### config.mk
export PLATFORM = sky130hd
export DESIGN_NAME = imcd_top
export DESIGN_NICKNAME = d
export VERILOG_FILES = /design/src/verilog/imcd_len_calc.v /design/src/verilog/imcd_pair_check.v /design/src/verilog/imcd_top.v
export VERILOG_INCLUDE_DIRS = /design/src /design/src/common
export SDC_FILE = /design/constraint.sdc
export NUM_CORES = 1
export LEC_CHECK = 0
export BUFFER_PORTS_ARGS = -buffer_cell sky130_fd_sc_hd__buf_2
export CAP_MARGIN = 20
export CORE_AREA = 2 2 143 145
export DETAILED_ROUTE_END_ITERATION = 6
export DIE_AREA = 0 0 145 147
export HOLD_SLACK_MARGIN = 0.15
export MAX_ROUTING_LAYER = met4
export PLACE_DENSITY_LB_ADDON = 0.05
export SLEW_MARGIN = 5
export SYNTH_ARGS = -nofsm -noshare
export SYNTH_HDL_FRONTEND = slang
export SYNTH_SLANG_ARGS = --single-unit
### constraint.sdc
create_clock -name clk -period 3.5 [get_ports clk]
set_input_delay 0.7 -clock clk [delete_from_list [all_inputs] [get_ports clk]]
set_output_delay 0.7 -clock clk [all_outputs]
set_load 0.01 [all_outputs]
### src/common/imcd_map.vh
// constants for the internal move command decoder
// Summary of operation
// RULE1: bits 31-27 pick plain, byte-typed, dword or register-length copy.
// RULE2: with bit 24 set, the next command waits for copy completion.
// RULE3: bits 23-20 give the copy origin code.
// RULE4: bits 19-16 give the copy target code.
// RULE5: forbidden origin/target pairs are rejected.
// RULE6: offset above 128 is an error unless descriptor buffer takes part.
// RULE7: dword copies use 8-byte aligned offsets, 4-byte for descriptor buffer.
// RULE8: fixed forms take byte count from bits 7-0, at most 128.
// RULE9: register form type bits 7-6: plain, dword, byte, or error.
// RULE10: register form bits 2-0 pick math register holding the count.
// RULE11: alignment or input source to output FIFO uses 16 count bits, else 8.
// RULE12: swap enabled: swap, no swap or error per pair; byte form inverts.
// RULE13: some pairs error for byte form but stay legal unswapped for plain.
// RULE14: context with descriptor buffer or output FIFO: option gives 0/16/32/48.
// RULE15: math pairs: option bits give math start offset 0, 4, 6 or 7.
// RULE16: origin 9h: low option bit picks class one (1) or two (0) block.
// RULE17: flush option only when target is the output FIFO.
// RULE18: origin Ah: option picks controller, class one, class two block, or error.
// RULE19: output FIFO to input, key engine or aux FIFO needs zero offset.
// RULE20: alignment to output FIFO: fixed form count is offset over length.
// RULE21: key with context: low option bit says which side offset applies to.
// RULE22: context to descriptor buffer: offset into buffer, option into context.
// RULE23: math reads past register 3 carry on into registers 4-7.
// RULE24: origin 8h reads controller alignment block, always flushed, routing automatic.
// RULE25: any decode error halts the descriptor and reports an error status.
`ifndef IMCD_MAP_VH
`define IMCD_MAP_VH
`define IMCD_CLS_PLAIN   5'h0F
`define IMCD_CLS_BYTE    5'h07
`define IMCD_CLS_DWORD   5'h06
`define IMCD_CLS_REGLEN  5'h0E
`define IMCD_BIT_STALL   24
`define IMCD_ORG_HI      23
`define IMCD_ORG_LO      20
`define IMCD_TGT_HI      19
`define IMCD_TGT_LO      16
`define IMCD_AUX_HI      26
`define IMCD_AUX_LO      25
`define IMCD_LOC_CTX1    4'h0
`define IMCD_LOC_CTX2    4'h1
`define IMCD_LOC_OFIFO   4'h2
`define IMCD_LOC_DESC    4'h3
`define IMCD_LOC_ALNDC   4'h8
`define IMCD_LOC_ALNC    4'h9
`define IMCD_LOC_ALNX    4'hA
`define IMCD_LOC_RSVD    4'hB
`define IMCD_LOC_PKA     4'hC
`define IMCD_LOC_AUXF    4'hF
`define IMCD_FORM_PLAIN  2'h0
`define IMCD_FORM_DWORD  2'h1
`define IMCD_FORM_BYTE   2'h2
`define IMCD_FORM_BAD    2'h3
`define IMCD_MAX_OFF     8'h80
`define IMCD_MAX_LEN     8'h80
`define IMCD_CTX_STEP    8'h10
`define IMCD_ALN_DESCRIPTOR_CONTROLLER    2'h0
`define IMCD_ALN_C1      2'h1
`define IMCD_ALN_C2      2'h2
`define IMCD_ERR_NONE    4'h0
`define IMCD_ERR_PAIR    4'h1
`define IMCD_ERR_TYPE    4'h2
`define IMCD_ERR_OFFSET  4'h3
`define IMCD_ERR_LENGTH  4'h4
`define IMCD_ERR_ALIGN   4'h5
`define IMCD_ERR_CLASS   4'h6
`define IMCD_RST_CMD     32'h00000000
`endif

### src/verilog/imcd_len_calc.v
// byte count and offset checks for one copy
`timescale 1ns/10ps
`include "imcd_map.vh"
module imcd_len_calc (
   // copy description
   input  wire [3:0]  src,
   input  wire [3:0]  dst,
   input  wire [1:0]  form,
   input  wire        reg_form,
   input  wire [7:0]  offset,
   input  wire [7:0]  fixed_len,
   input  wire [15:0] math_val,
   // results
   output reg  [15:0] len,
   output reg         wide,
   output reg         len_err,
   output reg         off_err
);
   reg desc;
   reg zero_req;

   always @* begin
      wide = (src[3:2] == 2'h2 && src != `IMCD_LOC_RSVD) && dst == `IMCD_LOC_OFIFO;
      desc = (src == `IMCD_LOC_DESC) || (dst == `IMCD_LOC_DESC);
      zero_req = (src == `IMCD_LOC_OFIFO) &&
                 ((dst[3:2] == 2'h2 && dst != `IMCD_LOC_RSVD) || dst == `IMCD_LOC_PKA ||
                  dst == `IMCD_LOC_AUXF || form == `IMCD_FORM_DWORD);
      len_err = 1'b0;
      off_err = 1'b0;
      if (reg_form)
         len = wide ? math_val : {8'h00, math_val[7:0]}; // [RULE11]
      else if (wide)
         len = {offset, fixed_len}; // [RULE20]
      else begin
         len = {8'h00, fixed_len}; // [RULE8]
         len_err = (fixed_len > `IMCD_MAX_LEN); // [RULE8]
      end
      if (!wide) begin
         if (!desc && offset > `IMCD_MAX_OFF)
            off_err = 1'b1; // [RULE6]
         if (form == `IMCD_FORM_DWORD && (desc ? offset[1:0] != 2'h0 : offset[2:0] != 3'h0))
            off_err = 1'b1; // [RULE7]
         if (zero_req && offset != 8'h00)
            off_err = 1'b1; // [RULE19]
      end
   end
endmodule

### src/verilog/imcd_pair_check.v
// origin/target legality and swap selection for one copy
`timescale 1ns/10ps
`include "imcd_map.vh"
module imcd_pair_check (
   // copy description
   input  wire [3:0] src,
   input  wire [3:0] dst,
   input  wire [1:0] form,
   input  wire [1:0] aux,
   // endian settings
   input  wire       byte_swap_en,
   input  wire       word_swap_en,
   // results
   output reg        pair_err,
   output reg        swap_bytes,
   output reg        swap_words,
   output reg        off_to_dst
);
   reg m_swap;
   reg b_err;

   function is_ctx;
      input [3:0] c;
      is_ctx = (c == `IMCD_LOC_CTX1) || (c == `IMCD_LOC_CTX2);
   endfunction

   function is_inf;
      input [3:0] c;
      is_inf = (c == `IMCD_LOC_ALNDC) || (c == `IMCD_LOC_ALNC) || (c == `IMCD_LOC_ALNX);
   endfunction

   always @* begin
      m_swap = 1'b0;
      b_err = 1'b0;
      pair_err = 1'b0;
      off_to_dst = 1'b0;
      if (src == `IMCD_LOC_RSVD || src == `IMCD_LOC_PKA || src == `IMCD_LOC_AUXF ||
          dst == `IMCD_LOC_RSVD)
         pair_err = 1'b1; // [RULE5]
      if (src == dst && (src == `IMCD_LOC_OFIFO || src == `IMCD_LOC_DESC))
         pair_err = 1'b1; // [RULE5]
      if (is_inf(src) && (is_inf(dst) || dst == `IMCD_LOC_AUXF || dst[3:1] == 3'h6))
         pair_err = 1'b1; // [RULE5]
      case (src[3:2])
         2'h0: begin
            if (is_ctx(src)) begin
               m_swap = (dst == `IMCD_LOC_DESC);
               b_err = is_ctx(dst) || is_inf(dst); // [RULE13]
               off_to_dst = (dst == `IMCD_LOC_DESC) || (dst[3:1] == 3'h6 && aux[0]); // [RULE22] [RULE21]
            end else if (src == `IMCD_LOC_OFIFO) begin
               b_err = is_ctx(dst); // [RULE13]
               off_to_dst = 1'b1;
            end else begin
               m_swap = !(is_inf(dst) || dst == `IMCD_LOC_PKA);
            end
         end
         2'h1: begin
            off_to_dst = is_ctx(dst) || dst == `IMCD_LOC_DESC || dst[3:2] == 2'h1;
         end
         2'h2: begin
            m_swap = (dst == `IMCD_LOC_DESC);
            b_err = is_ctx(dst) || dst == `IMCD_LOC_PKA;
            off_to_dst = 1'b1;
         end
         default: begin
            b_err = is_inf(dst);
            off_to_dst = (dst == `IMCD_LOC_DESC) || (is_ctx(dst) && aux[0]); // [RULE21]
         end
      endcase
      if (form == `IMCD_FORM_BYTE && b_err)
         pair_err = 1'b1; // [RULE13]
      // byte form takes the opposite choice wherever both forms are legal
      swap_bytes = byte_swap_en && form != `IMCD_FORM_DWORD &&
                   ((form == `IMCD_FORM_BYTE) ? !m_swap : m_swap); // [RULE12]
      swap_words = word_swap_en && form == `IMCD_FORM_DWORD;
   end
endmodule

### src/verilog/imcd_top.v
// internal move command decoder: sequencing, option decode and move issue
`timescale 1ns/10ps
`include "imcd_map.vh"
module imcd_top (
   // clock and reset
   input  wire        clk,
   input  wire        resetn,
   // command stream from descriptor fetch
   input  wire        cmd_valid,
   input  wire [31:0] cmd_word,
   output wire        cmd_ready,
   output wire        cmd_done,
   // endian and routing settings
   input  wire        byte_swap_en,
   input  wire        word_swap_en,
   input  wire        auto_route_en,
   // math register read port
   output wire        len_reg_req,
   output wire [2:0]  length_register_select,
   input  wire        len_reg_ack,
   input  wire [15:0] len_reg_value,
   // move request to the internal crypto bus engine
   output wire        mv_req,
   input  wire        mv_ack,
   input  wire        mv_done,
   output wire [3:0]  mv_origin,
   output wire [3:0]  mv_target,
   output wire [15:0] mv_len,
   output wire [7:0]  mv_src_off,
   output wire [7:0]  mv_dst_off,
   output wire [1:0]  mv_align_sel,
   output wire        mv_swap_bytes,
   output wire        mv_swap_words,
   output wire        mv_flush,
   output wire        mv_last,
   output wire        mv_route_entry,
   // error report to the job controller
   output wire        err_halt,
   output wire [3:0]  err_code,
   input  wire        err_clear
);
   localparam S_IDLE  = 3'h0;
   localparam S_DEC   = 3'h1;
   localparam S_FETCH = 3'h2;
   localparam S_CHK   = 3'h3;
   localparam S_ISSUE = 3'h4;
   localparam S_WAIT  = 3'h5;
   localparam S_HALT  = 3'h6;

   reg        rst_meta_ff;
   reg        rst_sync_ff;
   reg [2:0]  state_ff;
   reg [2:0]  nxt_state;
   reg [31:0] cmd_ff;
   reg [15:0] mval_ff;
   reg        ready_ff;
   reg        done_ff;
   reg        lreq_ff;
   reg        req_ff;
   reg [3:0]  org_ff;
   reg [3:0]  tgt_ff;
   reg [15:0] len_ff;
   reg [7:0]  soff_ff;
   reg [7:0]  doff_ff;
   reg [1:0]  aln_ff;
   reg        sb_ff;
   reg        sw_ff;
   reg        flush_ff;
   reg        last_ff;
   reg        route_ff;
   reg        halt_ff;
   reg [3:0]  code_ff;

   wire       rst_n = rst_sync_ff;
   wire [4:0] cls = cmd_ff[31:27];
   wire [3:0] org = cmd_ff[`IMCD_ORG_HI:`IMCD_ORG_LO]; // [RULE3]
   wire [3:0] tgt = cmd_ff[`IMCD_TGT_HI:`IMCD_TGT_LO]; // [RULE4]
   wire [1:0] aux = cmd_ff[`IMCD_AUX_HI:`IMCD_AUX_LO];
   wire [7:0] offset = cmd_ff[15:8];
   wire       reg_form = (cls == `IMCD_CLS_REGLEN);
   wire       stall = cmd_ff[`IMCD_BIT_STALL];

   reg  [1:0] form;
   reg        cls_err;
   wire       pair_err;
   wire       swap_b;
   wire       swap_w;
   wire       off_to_dst;
   wire [15:0] len_c;
   wire       wide;
   wire       len_err;
   wire       off_err;

   function is_ctx;
      input [3:0] c;
      is_ctx = (c == `IMCD_LOC_CTX1) || (c == `IMCD_LOC_CTX2);
   endfunction

   function is_math;
      input [3:0] c;
      is_math = (c[3:2] == 2'h1);
   endfunction

   function [7:0] math_step;
      input [1:0] a;
      case (a)
         2'h0: math_step = 8'h00;
         2'h1: math_step = 8'h04;
         2'h2: math_step = 8'h06;
         default: math_step = 8'h07;
      endcase
   endfunction

   // math side address is linear over the bank, so a long read runs past
   // register 3 into 4-7 without any wrap logic here
   function [7:0] math_base;
      input [3:0] c;
      input [1:0] a;
      math_base = {3'h0, c[1:0], 3'h0} + math_step(a); // [RULE15] [RULE23]
   endfunction

   // command class and item type decode
   always @* begin
      form = `IMCD_FORM_PLAIN;
      cls_err = 1'b0;
      if (cls == `IMCD_CLS_BYTE)
         form = `IMCD_FORM_BYTE; // [RULE1]
      else if (cls == `IMCD_CLS_DWORD)
         form = `IMCD_FORM_DWORD; // [RULE1]
      else if (reg_form)
         form = cmd_ff[7:6]; // [RULE9]
      else if (cls != `IMCD_CLS_PLAIN)
         cls_err = 1'b1; // [RULE1]
   end

   imcd_pair_check u_pair (
      .src          (org),
      .dst          (tgt),
      .form         (form),
      .aux          (aux),
      .byte_swap_en (byte_swap_en),
      .word_swap_en (word_swap_en),
      .pair_err     (pair_err),
      .swap_bytes   (swap_b),
      .swap_words   (swap_w),
      .off_to_dst   (off_to_dst)
   );

   imcd_len_calc u_len (
      .src       (org),
      .dst       (tgt),
      .form      (form),
      .reg_form  (reg_form),
      .offset    (offset),
      .fixed_len (cmd_ff[7:0]),
      .math_val  (mval_ff),
      .len       (len_c),
      .wide      (wide),
      .len_err   (len_err),
      .off_err   (off_err)
   );

   // option field decode
   reg [7:0] s_off;
   reg [7:0] d_off;
   reg [1:0] aln;
   reg       aln_err;
   reg       flush;
   reg       last;
   reg       route;
   reg [3:0] err_sel;

   always @* begin
      s_off = off_to_dst ? 8'h00 : offset;
      d_off = off_to_dst ? offset : 8'h00;
      aln = `IMCD_ALN_DESCRIPTOR_CONTROLLER;
      aln_err = 1'b0;
      flush = (tgt == `IMCD_LOC_PKA);
      last = 1'b0;
      if (wide) begin
         s_off = 8'h00;
         d_off = 8'h00;
      end
      if (is_ctx(org) && (tgt == `IMCD_LOC_DESC || tgt == `IMCD_LOC_OFIFO))
         s_off = {aux, 4'h0}; // [RULE14] [RULE22]
      if (is_ctx(tgt) && (org == `IMCD_LOC_DESC || org == `IMCD_LOC_OFIFO))
         d_off = d_off + {aux, 4'h0}; // [RULE14]
      if (is_math(org) && (is_ctx(tgt) || tgt == `IMCD_LOC_DESC ||
                           tgt == `IMCD_LOC_OFIFO || is_math(tgt)))
         s_off = s_off + math_base(org, aux); // [RULE15]
      else if (is_math(org))
         s_off = s_off + math_base(org, 2'h0); // [RULE23]
      if (is_math(tgt) && !is_math(org) && (is_ctx(org) || org == `IMCD_LOC_DESC ||
                                            org == `IMCD_LOC_OFIFO))
         d_off = d_off + math_base(tgt, aux); // [RULE15]
      else if (is_math(tgt))
         d_off = d_off + math_base(tgt, 2'h0);
      if (org == `IMCD_LOC_ALNDC) begin
         aln = `IMCD_ALN_DESCRIPTOR_CONTROLLER;
         flush = 1'b1; // [RULE24]
      end else if (org == `IMCD_LOC_ALNC) begin
         aln = aux[0] ? `IMCD_ALN_C1 : `IMCD_ALN_C2; // [RULE16]
         // the program only sets flush toward the output FIFO; mask it elsewhere
         flush = aux[1] && (tgt == `IMCD_LOC_OFIFO); // [RULE17]
      end else if (org == `IMCD_LOC_ALNX) begin
         aln = aux; // [RULE18]
         aln_err = (aux == 2'h3); // [RULE18]
      end
      if ((is_ctx(org) || org[3:1] == 3'h6 || org == 4'hE) &&
          (tgt == `IMCD_LOC_ALNDC || tgt == `IMCD_LOC_ALNC)) begin
         last = aux[0];
         flush = (tgt == `IMCD_LOC_ALNDC) && aux[1];
      end
      route = auto_route_en && org != `IMCD_LOC_ALNX && tgt != `IMCD_LOC_ALNX &&
              (org == `IMCD_LOC_ALNDC || org == `IMCD_LOC_ALNC ||
               tgt == `IMCD_LOC_ALNDC || tgt == `IMCD_LOC_ALNC ||
               tgt == `IMCD_LOC_PKA); // [RULE24] [RULE18]
      if (cls_err)
         err_sel = `IMCD_ERR_CLASS;
      else if (form == `IMCD_FORM_BAD)
         err_sel = `IMCD_ERR_TYPE; // [RULE9]
      else if (pair_err)
         err_sel = `IMCD_ERR_PAIR; // [RULE5]
      else if (aln_err)
         err_sel = `IMCD_ERR_ALIGN; // [RULE18]
      else if (off_err)
         err_sel = `IMCD_ERR_OFFSET; // [RULE6]
      else if (len_err)
         err_sel = `IMCD_ERR_LENGTH; // [RULE8]
      else
         err_sel = `IMCD_ERR_NONE;
   end

   // reset release through two flops
   always @(posedge clk or negedge resetn) begin
      if (!resetn) begin
         rst_meta_ff <= 1'b0;
         rst_sync_ff <= 1'b0;
      end else begin
         rst_meta_ff <= 1'b1;
         rst_sync_ff <= rst_meta_ff;
      end
   end

   always @* begin
      nxt_state = state_ff;
      case (state_ff)
         S_IDLE: begin
            if (cmd_valid && ready_ff)
               nxt_state = S_DEC;
         end
         S_DEC: begin
            nxt_state = reg_form ? S_FETCH : S_CHK;
         end
         S_FETCH: begin
            if (len_reg_ack)
               nxt_state = S_CHK;
         end
         S_CHK: begin
            nxt_state = (err_sel != `IMCD_ERR_NONE) ? S_HALT : S_ISSUE; // [RULE25]
         end
         S_ISSUE: begin
            if (mv_ack)
               nxt_state = stall ? S_WAIT : S_IDLE; // [RULE2]
         end
         S_WAIT: begin
            if (mv_done)
               nxt_state = S_IDLE; // [RULE2]
         end
         S_HALT: begin
            if (err_clear)
               nxt_state = S_IDLE; // [RULE25]
         end
         default: begin
            nxt_state = S_IDLE;
         end
      endcase
   end

   always @(posedge clk or negedge rst_n) begin
      if (!rst_n) begin
         state_ff <= S_IDLE;
         cmd_ff <= `IMCD_RST_CMD;
         mval_ff <= 16'h0000;
         ready_ff <= 1'b0;
         done_ff <= 1'b0;
         lreq_ff <= 1'b0;
         req_ff <= 1'b0;
         org_ff <= 4'h0;
         tgt_ff <= 4'h0;
         len_ff <= 16'h0000;
         soff_ff <= 8'h00;
         doff_ff <= 8'h00;
         aln_ff <= 2'h0;
         sb_ff <= 1'b0;
         sw_ff <= 1'b0;
         flush_ff <= 1'b0;
         last_ff <= 1'b0;
         route_ff <= 1'b0;
         halt_ff <= 1'b0;
         code_ff <= `IMCD_ERR_NONE;
      end else begin
         state_ff <= nxt_state;
         done_ff <= 1'b0;
         ready_ff <= (nxt_state == S_IDLE);
         if (state_ff == S_IDLE && cmd_valid && ready_ff)
            cmd_ff <= cmd_word;
         if (state_ff == S_DEC && reg_form)
            lreq_ff <= 1'b1; // [RULE10]
         if (state_ff == S_FETCH && len_reg_ack) begin
            lreq_ff <= 1'b0;
            mval_ff <= len_reg_value; // [RULE10]
         end
         if (state_ff == S_CHK) begin
            if (err_sel != `IMCD_ERR_NONE) begin
               halt_ff <= 1'b1; // [RULE25]
               code_ff <= err_sel;
            end else begin
               req_ff <= 1'b1;
               org_ff <= org;
               tgt_ff <= tgt;
               len_ff <= len_c;
               soff_ff <= s_off;
               doff_ff <= d_off;
               aln_ff <= aln;
               sb_ff <= swap_b; // [RULE12]
               sw_ff <= swap_w;
               flush_ff <= flush;
               last_ff <= last;
               route_ff <= route;
            end
         end
         if (state_ff == S_ISSUE && mv_ack) begin
            req_ff <= 1'b0;
            done_ff <= !stall;
         end
         // without the stall bit the command retires at acceptance
         if (state_ff == S_WAIT && mv_done)
            done_ff <= 1'b1; // [RULE2]
         if (state_ff == S_HALT && err_clear) begin
            halt_ff <= 1'b0;
            code_ff <= `IMCD_ERR_NONE;
         end
      end
   end

   assign cmd_ready = ready_ff;
   assign cmd_done = done_ff;
   assign len_reg_req = lreq_ff;
   assign length_register_select = cmd_ff[2:0]; // [RULE10]
   assign mv_req = req_ff;
   assign mv_origin = org_ff;
   assign mv_target = tgt_ff;
   assign mv_len = len_ff;
   assign mv_src_off = soff_ff;
   assign mv_dst_off = doff_ff;
   assign mv_align_sel = aln_ff;
   assign mv_swap_bytes = sb_ff;
   assign mv_swap_words = sw_ff;
   assign mv_flush = flush_ff;
   assign mv_last = last_ff;
   assign mv_route_entry = route_ff;
   assign err_halt = halt_ff;
   assign err_code = code_ff;
endmodule
### Word level (Yosys, flattened, before mapping)

Index checks and enable logic that the tools add are counted.

* input bits: 58
* bits in registers: 109

* muxes and demuxes: 87
* bitwise logic cells: 1
* eq/ne operators: 48
* reductions and logical operators: 89
* magnitude comparators: 2
* add/subtract/negate cells: 9

Operators with widths (count)
* two-way mux 8 bit: 16
* equality test 4 bit, second input constant: 13
* two-way mux 16 bit: 3
* two-way mux 1 bit: 40
* two-way mux 3 bit: 12
* logical AND 1 bit: 34
* logical OR 1 bit: 33
* adder 5 x 8 -> 8 bit: 4
* adder 8 bit: 4
* one-hot mux 3 bit (7 select lines): 1
* equality test 4 x 2 -> 1 bit, second input constant: 4
* greater-than comparator 8 bit, second input constant: 2
* two-way mux 2 bit: 8
* != test 4 bit, second input constant: 4
* equality test 3 bit, second input constant: 5
* equality test 2 bit, second input constant: 6
* two-way mux 4 bit: 3
* equality test 5 x 3 -> 1 bit, second input constant: 2
* nonzero test 2 bit: 5
* one-hot mux 3 bit (3 select lines): 1
* adder 8 x 6 -> 8 bit: 1
* equality test 2 x 1 -> 1 bit, second input constant: 4
* equality test 4 x 1 -> 1 bit, second input constant: 2
* zero test 4 bit: 2
* 16 further kinds: 27

### Longest topological paths before layout

* depth after elaboration: 19
* mapped depth: 15
* mapped depth without buffers: 14

### Modules after synthesis

A second synthesis with hierarchy kept.

* cell total of the unflattened synthesis: 578
* area total of the unflattened synthesis: 6246.0 um2

Modules (own cells, without submodules)
* imcd_top: times used 1, cells an instance 474, seq. area each 2702.6 um2, area each 5474.0 um2
* imcd_len_calc: times used 1, cells an instance 52, seq. area each 0.0 um2, area each 392.9 um2
* imcd_pair_check: times used 1, cells an instance 52, seq. area each 0.0 um2, area each 379.1 um2

### Least setup slack after synthesis

OpenSTA, ideal clock, no wires.

* path kind: register to register
* start: register cmd_ff[19]
* end: register doff_ff[7], in the netlist mv_dst_off[7]
* setup time: 0.125 ns
* data required time: 3.375 ns
* stages on the path, launching flop included: 15
* arrival: 3.449 ns
* path buffers: 1
* slack: -0.074 ns
* cells stage by stage: dfrtp_1 > buf_2 > and4bb_2 > o31ai_1 > a211oi_1 > and2_1 > ha_1 > mux2_2 > ha_1 > nand2_1 > nor3_1 > o21ai_0 > a211oi_1 > xnor2_1 > mux2_2

* cells in the longest elaborated chain, start to end: 17
* elaborated cells on any way between the ends: 79
* classes of those cells: 3 x add/sub; 14 x eq/ne; 27 x mux; 1 x bitwise; 34 x reduce/logical

Ends and longest elaborated chain
* from (decl): RTL line imcd_top.v:54 `reg [31:0] cmd_ff;`
* from (signal assigned): RTL line imcd_top.v:283 `` cmd_ff <= `IMCD_RST_CMD; ``
* from (signal assigned): RTL line imcd_top.v:307 `cmd_ff <= cmd_word;`
* parallel branches: the longest is 17 deep, another holds adder 8 x 6 -> 8 bit
* to (signal assigned): RTL line imcd_top.v:324 `doff_ff <= d_off;`
* to (decl): RTL line imcd_top.v:64 `reg [7:0] doff_ff;`

Several ways; the timed one is not identified.
A chain may end at the register's enable or synchronous reset.

### Final worst setup path

* start: register cmd_ff[16]
* end: register doff_ff[6], in the netlist mv_dst_off[6]

* cells in the longest elaborated chain, start to end: 17
* elaborated cells on any way between the ends: 75
* classes of those cells: 5 x add/sub; 11 x eq/ne; 27 x mux; 1 x bitwise; 31 x reduce/logical

Ends and longest elaborated chain
* parallel branches: the longest is 17 deep, another holds adder 8 x 6 -> 8 bit

Several ways; the timed one is not identified.

==> results.cfg <==
[power_and_ir_drop]
power.static_leakage_nw = 3.601
sequentialPowerShare_pct = 32.2
power.internal_mw = 4.037
combPwrFrac_pct = 52.0
net_load_switching_power_mw = 2.864
power.share.switching_pct = 41.50
p_clk_share_pct = 15.8
power.density_mw_per_mm2 = 906.2
vdd_drop_max_mv = 0.3091

[placed_design]
placedCellCount = 970
routabilityCongestion = 0.8486
detailedPlacementHpwl_um = 13010
detailedPlace.worstSlack_ns = 0.03433
numPortBuffers = 115
post_dp_cell_area_mm2 = 0.007142

[global_routing]
combined_global_route_utilization_of_all_metal_layers_pct = 17.05
number_of_global_route_vias_before_repair = 4961
antenna_found_initial = 2
maximum_number_of_pins_on_one_net_before_global_route_repair = 52
grt_first_pass_wirelength_um = 27560
grt.overflow.total = 0

[floorplan]
full_die_area_mm2 = 0.02132
boundaryPins = 117
fp.dieW_um = 145
floorplan.initialDensity_pct = 30.28
core.rowCount = 52
die_extent_in_y_um = 147
coreArea_mm2 = 0.01984

[detailed_routing]
route.vias.total = 4815
detail_route.wl_per_cell_um = 17.53
post_drt_via_cell_ratio = 4.849
drc = 0
routed_wirelength_um = 17410
drt_first_pass_iters = 4
count_of_nets_left_with_antenna_violations_after_detail_routing = 0
first_iter_violations = 204

[synth]
netlist_instances = 571
ys_async_sr_fraction_pct = 100.0
synth_compound_gate_area_share_pct = 10.91
synth_area_in_simple_gates_pct = 14.99
seq_area_frac_synth_pct = 44.97
xor_xnor_share_of_the_synthesized_area_pct = 2.186
cell_variety_after_synth = 68
synth.area.mux_share_pct = 18.09
synth_area_per_cell_um2 = 10.52
synth-edff-count = 0
number_of_warnings_printed_during_yosys_synthesis = 0
main_combinational_cell_family_by_area_after_synthesis = multiplexers
netlist_area_mm2 = 0.006010
synth_adder_area_share_pct = 4.164
dominantRegCellSynth = dfrtp_1
seq_cells_post_synth = 108
synth_nets = 646

[timing]
max_freq_mhz = 299.7
drv_slew = 0
final_critical_path_setup_slack_ns = 0.1632
fin_crit_ns = 3.337
period_share_pct = 95.34
final-hold-violation-count = 0
tightest_pin_transition_ns = 0.7450
finalSetupViolations = 0
maxSlewHeadroom_pct = 50.19
fin_skew_ns = 0.01433

[cells_and_area]
seqCellArea_mm2 = 0.002709
design.final.nets = 790
layout_cell_share_with_drive_strength_beyond_1_pct = 40.97
fin_area_mm2 = 0.007616
fill_cells = 2035
layoutNonFillerInstCount = 993
finish.utilization_pct = 38.38
area_delta_synth_final_pct = 26.73
multi_input_area_mm2 = 0.003156

[clocking]
clk_pin_slew_worst_paths_ns = 0.08
tritoncts.num_buffers = 9
htreeDepth = 3
cts_tree = yes
cts.root.buffer_cell = clkbuf_16
tritoncts_num_sinks = 108
maximum_number_of_buffers_from_clock_root_to_sink = 2
clock_latency_ns = 0.36

[critical_path]
setup.worst_path.end_class = flop
crit_arrival_ns = 3.59
worstSetupStartpointType = flop
timing_worst_setup_path_type = flop to flop
critPathLaunch = cmd_ff[16]
timing.rr.start = cmd_ff[16]
worst-endpoint-required_ns = 3.75
cp_max_fo = 6

[outcome]
run_status = completed

[hold_path]
timing.hold.worst.start = rst_meta_ff
worst_hold_path_type = flop to flop

[run]
maxCapViolations = 0
==> area by class of cell <==
type | instances | share of cell area [%]
Antenna cell | 3 | 0.09857
Clock buffer | 9 | 2.957
Clock inverter | 7 | 1.183
Inverter | 19 | 0.9364
Multi-Input combinational cell | 408 | 41.43
Sequential cell | 108 | 35.57
Tap cell | 270 | 4.436
Timing Repair Buffer | 169 | 13.39
==> cell usage after synthesis (7+ instances only) <==
| master | number | area (µm²) |
|---|---|---|
| xnor2_1 | 9 | 78.83 |
| clkbuf_1 | 21 | 78.83 |
| mux2_2 | 75 | 844.6 |
| nor3_1 | 9 | 45.04 |
| mux2i_1 | 7 | 70.07 |
| nor3b_1 | 8 | 60.06 |
| and2_1 | 12 | 75.07 |
| dfrtp_1 | 108 | 2703 |
| a211oi_1 | 7 | 52.55 |
| nand3_1 | 9 | 45.04 |
| ha_1 | 12 | 150.1 |
| mux2_1 | 10 | 112.6 |
| nor2_1 | 24 | 90.09 |
| inv_1 | 18 | 67.56 |
| a21oi_1 | 28 | 140.1 |
| nand2_1 | 75 | 281.5 |
| o21ai_0 | 27 | 135.1 |
==> layout by cell type (no fill, tap or decap), types with 7 or more instances in the layout <==
cell / Yosys / final
a21oi_1: 28 / 25
and2_1: 12 / 11
buf_2: 5 / 115
buf_4: 5 / 48
clkbuf_16: 0 / 9
dfrtp_1: 108 / 105
ha_1: 12 / 11
inv_1: 18 / 18
mux2_1: 10 / 9
mux2_2: 75 / 74
mux2i_1: 7 / 7
nand2_1: 75 / 75
nand3_1: 9 / 9
nor2_1: 24 / 24
nor3b_1: 8 / 8
o21ai_0: 27 / 26
xnor2_1: 9 / 9
==> per-stage QoR <==
stage | power [mW] | hold WS, ns | setup TNS [ns]
after floorplan | 4.362 | 0.3312 | 0
after global placement | 5.665 | 0.3373 | 0
after detailed placement | 5.687 | 0.3420 | 0
after CTS | 6.819 | 0.3619 | 0
after global routing | 7.473 | 0.3844 | -0.03041
final | 6.901 | 0.3574 | 0
==> timing repair <==
action	CTS	global route
endpoints found under the hold margin	2	0
endpoints found under the setup margin	0	7
hold buffers	1	0
resized for setup	0	25
setup buffers	0	3
==> path summary, 6_finish.rpt <==
kind	end	slack, ns	depth (start not counted)
min in group asynchronous	mv_len[15]	0.38	0
worst max register to register	mv_dst_off[6]	0.16	13
worst min register to register	rst_n	0.36	0
worst min-delay path	rst_n	0.36	0
worst max-delay path	mv_dst_off[6]	0.16	13
max in group asynchronous	mv_len[0]	2.23	1
==> layer usage <==
metal | vias to the layer above | wire length, µm | track usage [%]
met4 | 0 | 195 | 4.208
met5 | - | 0 | -
met3 | 10 | 876 | 4.130
met2 | 101 | 8062 | 26.76
li1 | 2308 | - | -
met1 | 2396 | 8271 | 22.30
==> sequential cells by signal (all words and copies together) (netlist names) <==
register	flops
cmd_done	1
cmd_ff	32
cmd_ready	1
err_code	3
err_halt	1
len_reg_req	1
mv_align_sel	2
mv_dst_off	8
mv_flush	1
mv_last	1
mv_len	16
mv_origin	4
mv_req	1
mv_route_entry	1
mv_src_off	8
mv_swap_bytes	1
mv_swap_words	1
mv_target	4
mval_ff	16
rst_meta_ff	1
rst_n	1
state_ff	3
==> critical path: stages, from the launching register on <==
cell and delay [ns]:
dfrtp_1 0.41, or3b_2 0.49, a31oi_2 0.29, a211oi_4 0.12, and2_1 0.20, ha_1 0.21, fa_1 0.38, a21o_1 0.20
a21oi_2 0.16, o21ai_0 0.10, a21oi_1 0.19, o311a_1 0.17, nor2_1 0.04, mux2_2 0.27
==> logic make-up (layout without fill, tap and decap cells) <==
group           count (synthesis)  in the layout
compound gates                103            103
xor+xnor                       15             15
fa+ha+maj                      17             17
buf+inv                        55            204
flops                         108            108
mux                            96             96
other cells                     2              5
simple gates                  175            175
==> power groups by stage <==
stage / logic, mW / clock network, mW / registers [mW]
after floorplan: 2.19 / 0 / 2.17
after global placement: 3.43 / 0 / 2.24
after detailed placement: 3.44 / 0 / 2.24
after CTS: 3.46 / 1.13 / 2.22
after global routing: 3.99 / 1.18 / 2.30
final: 3.59 / 1.09 / 2.22
Note: power is estimated with default switching activity, not from simulation.
